===== src/ser_pkg.sv =====
package ser_pkg;
  // register indices on the command port
  localparam logic [4:0] SER_A_CMD = 5'h00;   // write: command strobes
  localparam logic [4:0] SER_A_ESE = 5'h01;   // event_enable_mask
  localparam logic [4:0] SER_A_ESR = 5'h02;   // standard_event_flags, read clears
  localparam logic [4:0] SER_A_SRE = 5'h03;   // service_request_mask
  localparam logic [4:0] SER_A_STB = 5'h04;   // status_summary_byte
  localparam logic [4:0] SER_A_OPC = 5'h05;   // operation condition (ro)
  localparam logic [4:0] SER_A_OPE = 5'h06;   // operation event (ro)
  localparam logic [4:0] SER_A_OPM = 5'h07;   // operation enable mask
  localparam logic [4:0] SER_A_QUC = 5'h08;   // questionable condition (ro)
  localparam logic [4:0] SER_A_QUE = 5'h09;   // questionable event (ro)
  localparam logic [4:0] SER_A_QUM = 5'h0A;   // questionable enable mask
  localparam logic [4:0] SER_A_OUTQ = 5'h0B;  // output queue pop (ro)
  localparam logic [4:0] SER_A_ERRQ = 5'h0C;  // error queue pop (ro)
  localparam logic [4:0] SER_A_MODE = 5'h0D;  // mode flags
  localparam logic [4:0] SER_A_LOW = 5'h0E;   // lower limit
  localparam logic [4:0] SER_A_UPP = 5'h0F;   // upper limit
  localparam logic [4:0] SER_A_NOM = 5'h10;   // nominal value
  localparam logic [4:0] SER_A_REF = 5'h11;   // relative reference
  localparam logic [4:0] SER_A_FAIL = 5'h12;  // compare result (ro)
  localparam logic [4:0] SER_A_SLOT = 5'h13;  // save/recall slot index
  localparam logic [4:0] SER_A_IDN = 5'h14;   // identity word (ro)
  // command codes written to SER_A_CMD
  localparam logic [7:0] SER_C_CLS = 8'h01;
  localparam logic [7:0] SER_C_OPC = 8'h02;
  localparam logic [7:0] SER_C_OPCQ = 8'h03;
  localparam logic [7:0] SER_C_WAI = 8'h04;
  localparam logic [7:0] SER_C_PRES = 8'h05;
  localparam logic [7:0] SER_C_RST = 8'h06;
  localparam logic [7:0] SER_C_SAV = 8'h07;
  localparam logic [7:0] SER_C_RCL = 8'h08;
  // bit positions
  localparam int SER_B_EVSUM = 5;    // event summary bit in status byte
  localparam int SER_B_MAV = 4;      // message available
  localparam int SER_B_EAV = 2;      // error queue not empty
  localparam int SER_B_QSB = 3;      // questionable summary
  localparam int SER_B_OSB = 7;      // operation summary
  localparam int SER_B_RQS = 6;      // request-service bit, mask reads zero
  localparam int SER_B_OPCB = 0;     // operation complete flag
  // mode flag positions
  localparam int SER_M_CMP = 0;
  localparam int SER_M_PCT = 1;
  localparam int SER_M_RELATIVE = 2;
  localparam int SER_M_AUTO = 3;
  localparam logic [1:0] SER_F_OHM = 2'h0;  // ohm function code
  localparam logic [7:0] SER_ASCII_1 = 8'h31;
  localparam logic [15:0] SER_PRESET = 16'h0000;  // preset masks and events
  localparam logic [7:0] SER_ZERO8 = 8'h00;
  localparam logic [7:0] SER_RQS_MASK = 8'hBF;
  localparam logic [1:0] SER_PASS = 2'h1;
  localparam logic [1:0] SER_LOW = 2'h0;
  localparam logic [1:0] SER_HIGH = 2'h2;
  // stored setting set
  typedef struct packed {
    logic [31:0] low;
    logic [31:0] upp;
    logic [31:0] nom;
    logic [31:0] rref;
    logic [3:0] mode;
  } ser_set_t;
  typedef enum logic [1:0] {
    SER_IDLE = 2'b00,
    SER_WAIT = 2'b01
  } ser_state_t;
endpackage


===== src/ser_status.sv =====
`timescale 1ns/100ps
// How it works
// - clear-status empties output queue, zeroes events
// - masked flags summarize into status bit 5
// - event mask is eight bits, read back
// - flags read returns value then clears
// - completion command sets flag bit 0 when idle
// - completion query queues ASCII 1 when idle
// - completion query leaves flag bit 0
// - commands run in order, wait is no-op
// - error read pops oldest queued entry
// - preset loads operation, questionable groups
// - operation enable mask writable and readable
// - operation event and condition readable
// - questionable enable mask writable and readable
// - questionable event readable
// - reset restores ohm autorange, keeps stored sets
// - save copies settings into chosen slot
// - recall reloads settings from chosen slot
// - identity query returns identity fields
// - compare flag settable and readable
// - limits, nominal stored; compare result readable
// - percentage flag settable and readable
// - relative flag and reference stored
// - service mask bit 6 reads zero
// - status byte readable as eight bits
module ser_status import ser_pkg::*; #(
  parameter int SLOTS = 20,             // stored setting sets
  parameter int QDEPTH = 4,             // queue depth, power of two
  parameter logic [31:0] IDENT = 32'h5A5A0100  // identity word, arbitrary value
) (
  input wire logic i_core_clk,
  input wire logic i_reset_n,
  input wire logic [4:0] i_addr,        // register index
  input wire logic [31:0] i_wdata,      // write data
  input wire logic i_wr,                // write strobe
  input wire logic i_rd,                // read strobe
  input wire logic i_busy,              // pending operations running
  input wire logic [7:0] i_std_evt,     // standard event pulses
  input wire logic [15:0] i_oper_cond,  // operation condition levels
  input wire logic [15:0] i_ques_cond,  // questionable condition levels
  input wire logic i_err_push,          // error entry pulse
  input wire logic [7:0] i_err_code,    // error entry code
  input wire logic [31:0] i_reading,    // present measured value
  output logic [31:0] o_rdata,          // read data, cycle after strobe
  output logic [7:0] o_status_byte,     // status_summary_byte
  output logic [1:0] o_function,        // measuring function
  output logic o_auto_range             // automatic ranging on
);
  // software reaches every register through one indexed port; reads answer
  // one cycle after the strobe and never stall the host
  // pointer width carries one extra wrap bit to tell full from empty
  localparam int QW = $clog2(QDEPTH);
  // slot index width for the setting store
  localparam int SW = $clog2(SLOTS);

  // queue pointer increment
  // wraps naturally because the wrap bit is the top bit
  function automatic logic [QW:0] ser_inc(input logic [QW:0] p);
    ser_inc = p + 1'b1;
  endfunction

  // state
  // all of it resets to fixed values except queue storage and stored sets
  logic [7:0] event_enable_mask, standard_event_flags, service_request_mask;
  logic [15:0] oper_evt, oper_mask, ques_evt, ques_mask;
  logic [7:0] outq [QDEPTH];
  logic [7:0] errq [QDEPTH];
  logic [QW:0] oq_wp, oq_rp, eq_wp, eq_rp;
  logic opc_pend, opcq_pend;
  ser_set_t cur;
  ser_set_t store [SLOTS];
  logic [SW-1:0] slot;
  logic [1:0] fail;
  logic [15:0] oper_q, ques_q;            // previous conditions
  ser_state_t state;
  // next values
  // all are computed by the one combinational process below
  logic [7:0] next_eem, next_sef, next_srm;
  logic [15:0] next_oe, next_om, next_qe, next_qm;
  logic [QW:0] next_oq_wp, next_oq_rp, next_eq_wp, next_eq_rp;
  logic next_opc, next_opcq;
  ser_set_t next_cur;
  logic [SW-1:0] next_slot;
  logic [31:0] next_rdata;
  logic [7:0] next_stb;
  logic [1:0] next_fail;
  ser_state_t next_state;
  logic cmd, oq_full, eq_full, oq_empty, eq_empty, oq_push, event_summary_bit;
  logic [7:0] cmd_code;

  // a command is a write to index zero, code in the low byte
  assign cmd = i_wr && (i_addr == SER_A_CMD);
  assign cmd_code = i_wdata[7:0];
  // queue state from pointers that carry a wrap bit
  assign oq_empty = (oq_wp == oq_rp);
  assign eq_empty = (eq_wp == eq_rp);
  assign oq_full = (oq_wp[QW-1:0] == oq_rp[QW-1:0]) && (oq_wp[QW] != oq_rp[QW]);
  assign eq_full = (eq_wp[QW-1:0] == eq_rp[QW-1:0]) && (eq_wp[QW] != eq_rp[QW]);
  // summary bit straight from flags and mask
  assign event_summary_bit = |(standard_event_flags & event_enable_mask);
  // completion query answers once nothing is pending and there is room
  assign oq_push = opcq_pend && !i_busy && !oq_full;

  // next state of all status registers
  always_comb begin
    // hold every register unless something below changes it
    next_eem = event_enable_mask;
    next_srm = service_request_mask;
    next_om = oper_mask;
    next_qm = ques_mask;
    next_cur = cur;
    next_slot = slot;
    next_opc = opc_pend;
    next_opcq = opcq_pend;
    next_oq_wp = oq_push ? ser_inc(oq_wp) : oq_wp;
    next_oq_rp = oq_rp;
    next_eq_wp = (i_err_push && !eq_full) ? ser_inc(eq_wp) : eq_wp;
    next_eq_rp = eq_rp;
    next_state = (opc_pend || opcq_pend) ? SER_WAIT : SER_IDLE;
    // event latching; sets below win over clears
    next_sef = standard_event_flags;
    next_oe = oper_evt;
    next_qe = ques_evt;
    // register writes
    // only one strobe is high at a time, so writes and reads never meet
    if (i_wr) begin
      case (i_addr)
        SER_A_ESE: next_eem = i_wdata[7:0];
        SER_A_SRE: next_srm = i_wdata[7:0] & SER_RQS_MASK;
        SER_A_OPM: next_om = i_wdata[15:0];
        SER_A_QUM: next_qm = i_wdata[15:0];
        SER_A_MODE: next_cur.mode = i_wdata[3:0];
        SER_A_LOW: next_cur.low = i_wdata;
        SER_A_UPP: next_cur.upp = i_wdata;
        SER_A_NOM: next_cur.nom = i_wdata;
        SER_A_REF: next_cur.rref = i_wdata;
        SER_A_SLOT: next_slot = i_wdata[SW-1:0];
        default: ;
      endcase
    end
    // commands, taken one at a time in arrival order
    if (cmd) begin
      case (cmd_code)
        SER_C_CLS: begin
          next_sef = SER_ZERO8;
          next_oe = SER_PRESET;
          next_qe = SER_PRESET;
          // drop queued answers by catching the read pointer up
          next_oq_rp = oq_wp;
          // a query still waiting is cancelled too
          next_opcq = 1'b0;
        end
        SER_C_OPC: next_opc = 1'b1;
        SER_C_OPCQ: next_opcq = 1'b1;
        SER_C_WAI: ;
        SER_C_PRES: begin
          // masks and events to their preset values
          next_om = SER_PRESET;
          next_qm = SER_PRESET;
          next_oe = SER_PRESET;
          next_qe = SER_PRESET;
        end
        SER_C_RST: begin
          // limits and stored sets are left alone
          next_cur.mode = '0;
          next_cur.mode[SER_M_AUTO] = 1'b1;
        end
        SER_C_RCL: next_cur = store[slot];
        default: ;
      endcase
    end
    // reads with side effects
    if (i_rd) begin
      case (i_addr)
        SER_A_ESR: next_sef = SER_ZERO8;
        SER_A_OUTQ: if (!oq_empty) next_oq_rp = ser_inc(oq_rp);
        SER_A_ERRQ: if (!eq_empty) next_eq_rp = ser_inc(eq_rp);
        default: ;
      endcase
    end
    // completion reporting when nothing is pending
    if (opc_pend && !i_busy) begin
      next_sef[SER_B_OPCB] = 1'b1;
      next_opc = 1'b0;
    end
    if (oq_push) next_opcq = 1'b0;
    // event sets last so they win
    next_sef = next_sef | i_std_evt;
    // conditions set their event bit on a rising edge only
    next_oe = next_oe | (i_oper_cond & ~oper_q);
    next_qe = next_qe | (i_ques_cond & ~ques_q);
    // compare result
    // unsigned compare of the present reading against both limits
    if (i_reading < cur.low) next_fail = SER_LOW;
    else if (i_reading > cur.upp) next_fail = SER_HIGH;
    else next_fail = SER_PASS;
    // status byte
    next_stb = SER_ZERO8;
    next_stb[SER_B_EVSUM] = |(next_sef & next_eem);
    next_stb[SER_B_MAV] = (next_oq_wp != next_oq_rp);
    next_stb[SER_B_EAV] = (next_eq_wp != next_eq_rp);
    next_stb[SER_B_QSB] = |(next_qe & next_qm);
    next_stb[SER_B_OSB] = |(next_oe & next_om);
    // bit 6 requests service when any enabled bit is set
    next_stb[SER_B_RQS] = |(next_stb & next_srm);
    // read mux
    // empty queues read as zero and keep their pointers
    next_rdata = '0;
    if (i_rd) begin
      case (i_addr)
        SER_A_ESE: next_rdata = {24'h000000, event_enable_mask};
        SER_A_ESR: next_rdata = {24'h000000, standard_event_flags};
        SER_A_SRE: next_rdata = {24'h000000, service_request_mask};
        SER_A_STB: next_rdata = {24'h000000, o_status_byte};
        SER_A_OPC: next_rdata = {16'h0000, i_oper_cond};
        SER_A_OPE: next_rdata = {16'h0000, oper_evt};
        SER_A_OPM: next_rdata = {16'h0000, oper_mask};
        SER_A_QUC: next_rdata = {16'h0000, i_ques_cond};
        SER_A_QUE: next_rdata = {16'h0000, ques_evt};
        SER_A_QUM: next_rdata = {16'h0000, ques_mask};
        SER_A_OUTQ: next_rdata = {24'h000000, oq_empty ? SER_ZERO8 : outq[oq_rp[QW-1:0]]};
        SER_A_ERRQ: next_rdata = {24'h000000, eq_empty ? SER_ZERO8 : errq[eq_rp[QW-1:0]]};
        SER_A_MODE: next_rdata = {28'h0000000, cur.mode};
        SER_A_LOW: next_rdata = cur.low;
        SER_A_UPP: next_rdata = cur.upp;
        SER_A_NOM: next_rdata = cur.nom;
        SER_A_REF: next_rdata = cur.rref;
        SER_A_FAIL: next_rdata = {30'h0, fail};
        SER_A_SLOT: next_rdata = 32'(slot);
        SER_A_IDN: next_rdata = IDENT;
        default: next_rdata = '0;
      endcase
    end
  end

  // register all next values
  // outputs come straight from these flip-flops
  always_ff @(posedge i_core_clk or negedge i_reset_n) begin
    if (!i_reset_n) begin
      event_enable_mask <= SER_ZERO8;
      standard_event_flags <= SER_ZERO8;
      service_request_mask <= SER_ZERO8;
      oper_evt <= SER_PRESET;
      oper_mask <= SER_PRESET;
      ques_evt <= SER_PRESET;
      ques_mask <= SER_PRESET;
      oq_wp <= '0;
      oq_rp <= '0;
      eq_wp <= '0;
      eq_rp <= '0;
      opc_pend <= 1'b0;
      opcq_pend <= 1'b0;
      cur <= '0;
      slot <= '0;
      fail <= SER_PASS;
      oper_q <= SER_PRESET;
      ques_q <= SER_PRESET;
      state <= SER_IDLE;
      o_rdata <= '0;
      o_status_byte <= SER_ZERO8;
      o_function <= SER_F_OHM;
      o_auto_range <= 1'b0;
    end else begin
      event_enable_mask <= next_eem;
      standard_event_flags <= next_sef;
      service_request_mask <= next_srm;
      oper_evt <= next_oe;
      oper_mask <= next_om;
      ques_evt <= next_qe;
      ques_mask <= next_qm;
      oq_wp <= next_oq_wp;
      oq_rp <= next_oq_rp;
      eq_wp <= next_eq_wp;
      eq_rp <= next_eq_rp;
      opc_pend <= next_opc;
      opcq_pend <= next_opcq;
      cur <= next_cur;
      slot <= next_slot;
      fail <= next_fail;
      oper_q <= i_oper_cond;
      ques_q <= i_ques_cond;
      state <= next_state;
      o_rdata <= next_rdata;
      o_status_byte <= next_stb;
      o_function <= SER_F_OHM;
      o_auto_range <= next_cur.mode[SER_M_AUTO];
    end
  end

  // queue storage and setting store, no reset needed
  // queue slots are written at the write pointer; pops only move pointers
  // slot values at or above SLOTS are not guarded; software keeps below
  always_ff @(posedge i_core_clk) begin
    if (oq_push) outq[oq_wp[QW-1:0]] <= SER_ASCII_1;
    if (i_err_push && !eq_full) errq[eq_wp[QW-1:0]] <= i_err_code;
    if (cmd && cmd_code == SER_C_SAV) store[slot] <= cur;
  end

  // checks
  // a flags read with no event arriving leaves the register empty
  chk_esr_clear: assert property (@(posedge i_core_clk) disable iff (!i_reset_n)
    (i_rd && i_addr == SER_A_ESR && i_std_evt == 8'h00 && !(opc_pend && !i_busy))
    |=> standard_event_flags == 8'h00) else $error("flags not cleared after read");
  // a flags read returns the value held before the read
  chk_esr_data: assert property (@(posedge i_core_clk) disable iff (!i_reset_n)
    (i_rd && i_addr == SER_A_ESR) |=> o_rdata[7:0] == $past(standard_event_flags))
    else $error("flags read wrong");
  // clear-status empties flags and output queue when nothing sets them again
  chk_cls_zero: assert property (@(posedge i_core_clk) disable iff (!i_reset_n)
    (cmd && cmd_code == SER_C_CLS && i_std_evt == 8'h00 && !oq_push
    && !(opc_pend && !i_busy)) |=> standard_event_flags == 8'h00 && oq_empty)
    else $error("clear status incomplete");
  // the summary bit on the pins always matches the masked flags
  chk_esb_sum: assert property (@(posedge i_core_clk) disable iff (!i_reset_n)
    o_status_byte[SER_B_EVSUM] == event_summary_bit) else $error("summary bit wrong");
  // the completion command sets bit 0 as soon as nothing is pending
  chk_opc_set: assert property (@(posedge i_core_clk) disable iff (!i_reset_n)
    (opc_pend && !i_busy) |=> standard_event_flags[SER_B_OPCB])
    else $error("completion flag missing");
  // the completion query never touches bit 0 by itself
  chk_opcq_keep: assert property (@(posedge i_core_clk) disable iff (!i_reset_n)
    (cmd && cmd_code == SER_C_OPCQ && !opc_pend && !standard_event_flags[SER_B_OPCB]
    && i_std_evt == 8'h00) |=> !standard_event_flags[SER_B_OPCB])
    else $error("query set flag");
  // the request bit of the service mask can never be stored
  chk_sre_bit6: assert property (@(posedge i_core_clk) disable iff (!i_reset_n)
    !service_request_mask[SER_B_RQS]) else $error("mask bit 6 set");
  // an event mask write is held from the next cycle on
  chk_ese_back: assert property (@(posedge i_core_clk) disable iff (!i_reset_n)
    (i_wr && i_addr == SER_A_ESE) |=> event_enable_mask == $past(i_wdata[7:0]))
    else $error("event mask not stored");
  // the reset command turns automatic ranging on at the next edge
  chk_rst_auto: assert property (@(posedge i_core_clk) disable iff (!i_reset_n)
    (cmd && cmd_code == SER_C_RST) |=> o_auto_range) else $error("reset no autorange");
  // main scenarios
  cov_wait: cover property (@(posedge i_core_clk) state == SER_WAIT && !i_busy);
  cov_opcq: cover property (@(posedge i_core_clk) oq_push);
  cov_esr: cover property (@(posedge i_core_clk) i_rd && i_addr == SER_A_ESR
    && standard_event_flags != 8'h00);
  cov_err: cover property (@(posedge i_core_clk) i_rd && i_addr == SER_A_ERRQ && !eq_empty);
endmodule


===== config.mk =====
export PLATFORM = sky130hd
export DESIGN_NAME = ser_status
export DESIGN_NICKNAME = d
export VERILOG_FILES = /design/src/ser_pkg.sv /design/src/ser_status.sv
export SDC_FILE = /design/constraint.sdc
export NUM_CORES = 2
export LEC_CHECK = 0
export BUFFER_PORTS_ARGS = -buffer_cell sky130_fd_sc_hd__buf_2
export CELL_PAD_IN_SITES_DETAIL_PLACEMENT = 2
export CELL_PAD_IN_SITES_GLOBAL_PLACEMENT = 2
export CORE_MARGIN = 4
export CORE_UTILIZATION = 54
export DETAILED_ROUTE_END_ITERATION = 16
export PLACE_DENSITY = 0.88
export SYNTH_ARGS = -nofsm -noshare
export SYNTH_HDL_FRONTEND = slang
export SYNTH_SLANG_ARGS = --single-unit

===== constraint.sdc =====
create_clock -name i_core_clk -period 30.5 [get_ports i_core_clk]
set_input_delay 3.05 -clock i_core_clk [delete_from_list [all_inputs] [get_ports i_core_clk]]
set_output_delay 3.05 -clock i_core_clk [all_outputs]
set_load 0.005 [all_outputs]

==> results.cfg, run 1 <==
[status]
outcome = aborted with a tool error
lastStage = 4_1_cts
tool.error = [ERROR DPL-0033] detailed placement checks failed during check placement.

[synthesis]
yosysSeqAreaShare = 0.7536
synth.most_common_cell = edfxtp_1
synth_fa_ha_area_frac = 0.007501
synth-simple-area-share = 0.01788
ys_top_cells_by_count = 2672 x edfxtp_1, 670 x mux4_2, 309 x dfrtp_1
yosysUniqueCellTypes = 77
postSynthRegisterBits = 2982
synthMuxAreaShare = 0.1600
netlist_area_um2 = 116800
synth-async-reset-ratio = 0.1040
synth_top_area_share = 0.6872
syn-mean-instance-area_um2 = 20.14
synth-compound-area-share = 0.04339
synthTopCellsByArea = edfxtp_1 69%, mux4_2 13%, dfrtp_1 6.6%
synth_top_family_by_area = multiplexers
synth_edf_count = 2672
yosys.area.top_type = edfxtp_1
ys_warn_count = 0
synth_flop_cell = edfxtp_1
yosys.area_share.xor_xnor = 0.001575
synthCells = 5798

[floorplanning]
die_x_um = 473
initial_utilization = 0.5435
io_pins = 166
die_h_um = 473
rows = 170

[placed_design]
dp_hpwl_um = 280000
io_buffer_count = 161
gp_congestion = 0.9321

[clock_network]
clock-sinks = 2982
cts.root.buffer_cell = clkbuf_16
htree_levels = 5
hold_buffers = 0
cts_buffers = 319
cts_resized = 0
clockBufferDepth = 4
post-cts-setup-buffer-count = 0
through the flow:
| step | instance area (um^2) | hold slack, ps | utilization | cells | setup slack, ps |
|---|---|---|---|---|---|
| detailed placement | 121400 | 503.3 | 0.5650 | 8617 | 21210 |
| floorplan | 116800 | 429.4 | - | 5801 | 16360 |
| global placement | 121400 | 445.4 | 0.5650 | 8617 | 21970 |
cells by family after synthesis:
| logic type | Yosys count |
|---|---|
| buffers and inverters | 469 |
| AOI/OAI and AO/OA | 791 |
| DFF | 2982 |
| other | 1 |
| adders and majority gates | 70 |
| muxes | 1018 |
| xor gates and xnor gates | 21 |
| and+or+nand+nor | 446 |
==> run 2: changes to the inputs <==
==> config.mk (replaced) <==
export PLATFORM = sky130hd
export DESIGN_NAME = ser_status
export DESIGN_NICKNAME = d
export VERILOG_FILES = /design/src/ser_pkg.sv /design/src/ser_status.sv
export SDC_FILE = /design/constraint.sdc
export NUM_CORES = 2
export LEC_CHECK = 0
export BUFFER_PORTS_ARGS = -buffer_cell sky130_fd_sc_hd__buf_2
export CORE_MARGIN = 4
export CORE_UTILIZATION = 40
export DETAILED_ROUTE_END_ITERATION = 16
export PLACE_DENSITY_LB_ADDON = 0.15
export SYNTH_ARGS = -nofsm -noshare
export SYNTH_HDL_FRONTEND = slang
export SYNTH_SLANG_ARGS = --single-unit
==> run 2 against run 1 <==
The run now ends clean; area after synthesis did not move; synthesized cell count unchanged.
==> results.cfg, run 2 <==
[setup_path]
worst_path_max_delay_cell = nor2_4
max_stage_delay_ps = 940
cp.required_ps = 31020
critPathKind = in2reg
crit_arrival_ps = 7800
crit_path_end_kind = register
path_delay_family = simple AND/OR/NAND/NOR gates
critPathMaxFanout = 52
critPathLaunchType = primary input
crit_path_cell_trace = buf_2, buf_4, nor4b_1, nand3_1, nor2_1, buf_4, nand2_1, or3_1, nor2_4, buf_4, buf_4
cp_num_buf_inv = 5
cpMostUsedCell = buf_4

[sta]
fin_ws_ps = 23220
timing.fmax_ghz = 0.1373
max_slew_margin = 0.1503
setup_tns_ps = 0
finalCritPeriodShare = 0.2388
worst_slew_pin_slew_ps = 1274
setup-violations-final = 0
fin_crit_ps = 7284
rsz0062_at_grt = false
skew_ps = 53.50
hold_violations = 0
drv_slew = 0

[min_path]
hold_path_class = reg2reg

[placed_design]
gp_congestion = 0.9273
dp_cells = 9726
io_buffer_count = 161
place_area_um2 = 123000
dp_slack_ps = 22180
dp_hpwl_um = 204400

[finish]
fin_cells = 10330
nNetsFinal = 6339
stdcell_area_um2 = 133300
top_regs = store (2640), cur (132)
layout_common_cells = 2672 x edfxtp_1, 670 x mux4_2, 326 x clkbuf_16, 304 x dfrtp_1, 257 x mux2i_1
postLayoutCoreUtil = 0.4585
area_delta_synth_final_pct = 14.20
regMostFlops = store
largest_reg_flops = 2640
n_fill_cell = 24680
drive_gt1_frac = 0.2568
final_common_cell = edfxtp_1

[clock_network]
post-cts-setup-buffer-count = 0
htree_levels = 5
clock-sinks = 2982
hold_buffers = 0
cts.root.buffer_cell = clkbuf_16
clk_pin_slew_worst_paths_ps = 60
cts_resized = 0
clockBufferDepth = 4
cts_tree = done
clk_latency_ps = 930
cts_buffers = 318

[synthesis]
synth_edf_count = 2672
synthCells = 5798
synth-async-reset-ratio = 0.1040
postSynthRegisterBits = 2982
netlist_area_um2 = 116800
yosysSeqAreaShare = 0.7536
yosys.area.top_type = edfxtp_1
synthTopCellsByArea = edfxtp_1 69%, mux4_2 13%, dfrtp_1 6.6%
ys_top_cells_by_count = 2672 x edfxtp_1, 670 x mux4_2, 309 x dfrtp_1
synth_flop_cell = edfxtp_1
synth.most_common_cell = edfxtp_1
synth_top_area_share = 0.6872
yosysUniqueCellTypes = 77
ys_warn_count = 0
syn-mean-instance-area_um2 = 20.14

[floorplanning]
die_h_um = 548.3
initial_utilization = 0.4015
coreArea_um2 = 290800
dieArea_um2 = 300600
io_pins = 166
die_x_um = 548.3
rows = 198

[drt]
wire_per_inst_um = 33.39
via_per_inst = 5.828
drt_iter0_markers = 6799
routed_wl_um = 344900
first_pass_iters = 6
drc = 0
postRouteAntennaNets = 0
vias = 60200

[job]
maxCapViolations = 0

[global_routing]
grt_max_degree = 128
antenna_found_initial = 26
grt-ovfl-total = 0
grt_pass1_wl_um = 484600
grt.total_usage = 0.2266
first_global_vias = 61400

[power_and_ir_drop]
power_density_nw_per_um2 = 75.32
max-vdd-ir-drop_v = 0.00004571
p_leak_nw = 43.98

[status]
outcome = complete, no violations
[run 2: cell counts after synthesis]
Identical to the previous run, type by type.
[run 2: kinds of logic (layout without fill, tap and decap cells)]
family,after synthesis,in the layout,share of synthesized area
flops,2982,2982,0.7536
mux,1018,1018,0.1600
compound gates,791,791,0.04339
buf+inv,469,1075,0.01593
simple gates,446,446,0.01788
fa+ha+maj,70,70,0.007501
xor+xnor,21,21,0.001575
other cells,1,26,0.00003212
[run 2: per-layer routing]
metal | vias to the layer above | wire (um) | global-route usage
li1 | 24640 | - | -
met1 | 32870 | 147000 | 0.3254
met2 | 2194 | 162300 | 0.3527
met3 | 486 | 22670 | 0.03679
met4 | 2 | 12790 | 0.08023
met5 | - | 12 | 0
[run 2: per-stage QoR]
step / hold WS (ps) / total power, mW
final: 473.3 / 10.04
after global routing: 507.2 / 10.41
after CTS: 478.0 / 10.15
after detailed placement: 466.2 / 6.329
after global placement: 470.0 / 6.317
after floorplan: 429.4 / 5.700
[run 2: report_power, final]
| group | internal, mW | total (mW) | switching, mW |
|---|---|---|---|
| Combinational | 0.515 | 1.31 | 0.794 |
| Clock | 2.21 | 3.82 | 1.61 |
| Sequential | 4.69 | 4.92 | 0.226 |
| Total | 7.42 | 10.0 | 2.63 |
[run 2: worst reg2reg max path, cell delays in order (launching register included)]
cell	delay (ps)
dfrtp_4	740
buf_4	660
buf_4	860
buf_4	680
buf_4	870
mux4_2	630
mux2i_1	520
o22ai_1	280
a21oi_1	220
a21oi_1	80
[run 2: layout make-up]
type | instances | area [um^2] | area share
antenna | 22 | 55.05 | 0.0004129
clock buffer | 431 | 8792 | 0.06594
clock inverter | 150 | 1544 | 0.01158
inverter | 133 | 499.2 | 0.003744
multi-input combinational | 2350 | 27170 | 0.2037
sequential | 2982 | 88010 | 0.6601
tap | 3900 | 4880 | 0.03659
timing repair buffer | 361 | 2392 | 0.01794
[run 2: final timing paths]
check | from | end | slack [ps] | depth (start not counted)
min in group asynchronous | i_reset_n | o_rdata[9]$_DFF_PN0_ | 2190 | 1
worst min register to register | ques_q[15]$_DFF_PN0_ | ques_evt[15]$_DFF_PN0_ | 470 | 1
worst max-delay path | i_wr | store[4][21]$_DFFE_PP_ | 23220 | 11
worst min-delay path | ques_q[15]$_DFF_PN0_ | ques_evt[15]$_DFF_PN0_ | 470 | 1
worst max register to register | slot[0]$_DFFE_PN0P_ | cur[68]$_DFF_PN0_ | 24830 | 9
max in group asynchronous | i_reset_n | cur[126]$_DFF_PN0_ | 26000 | 3
No activity file was read; power rests on OpenSTA's default activity.
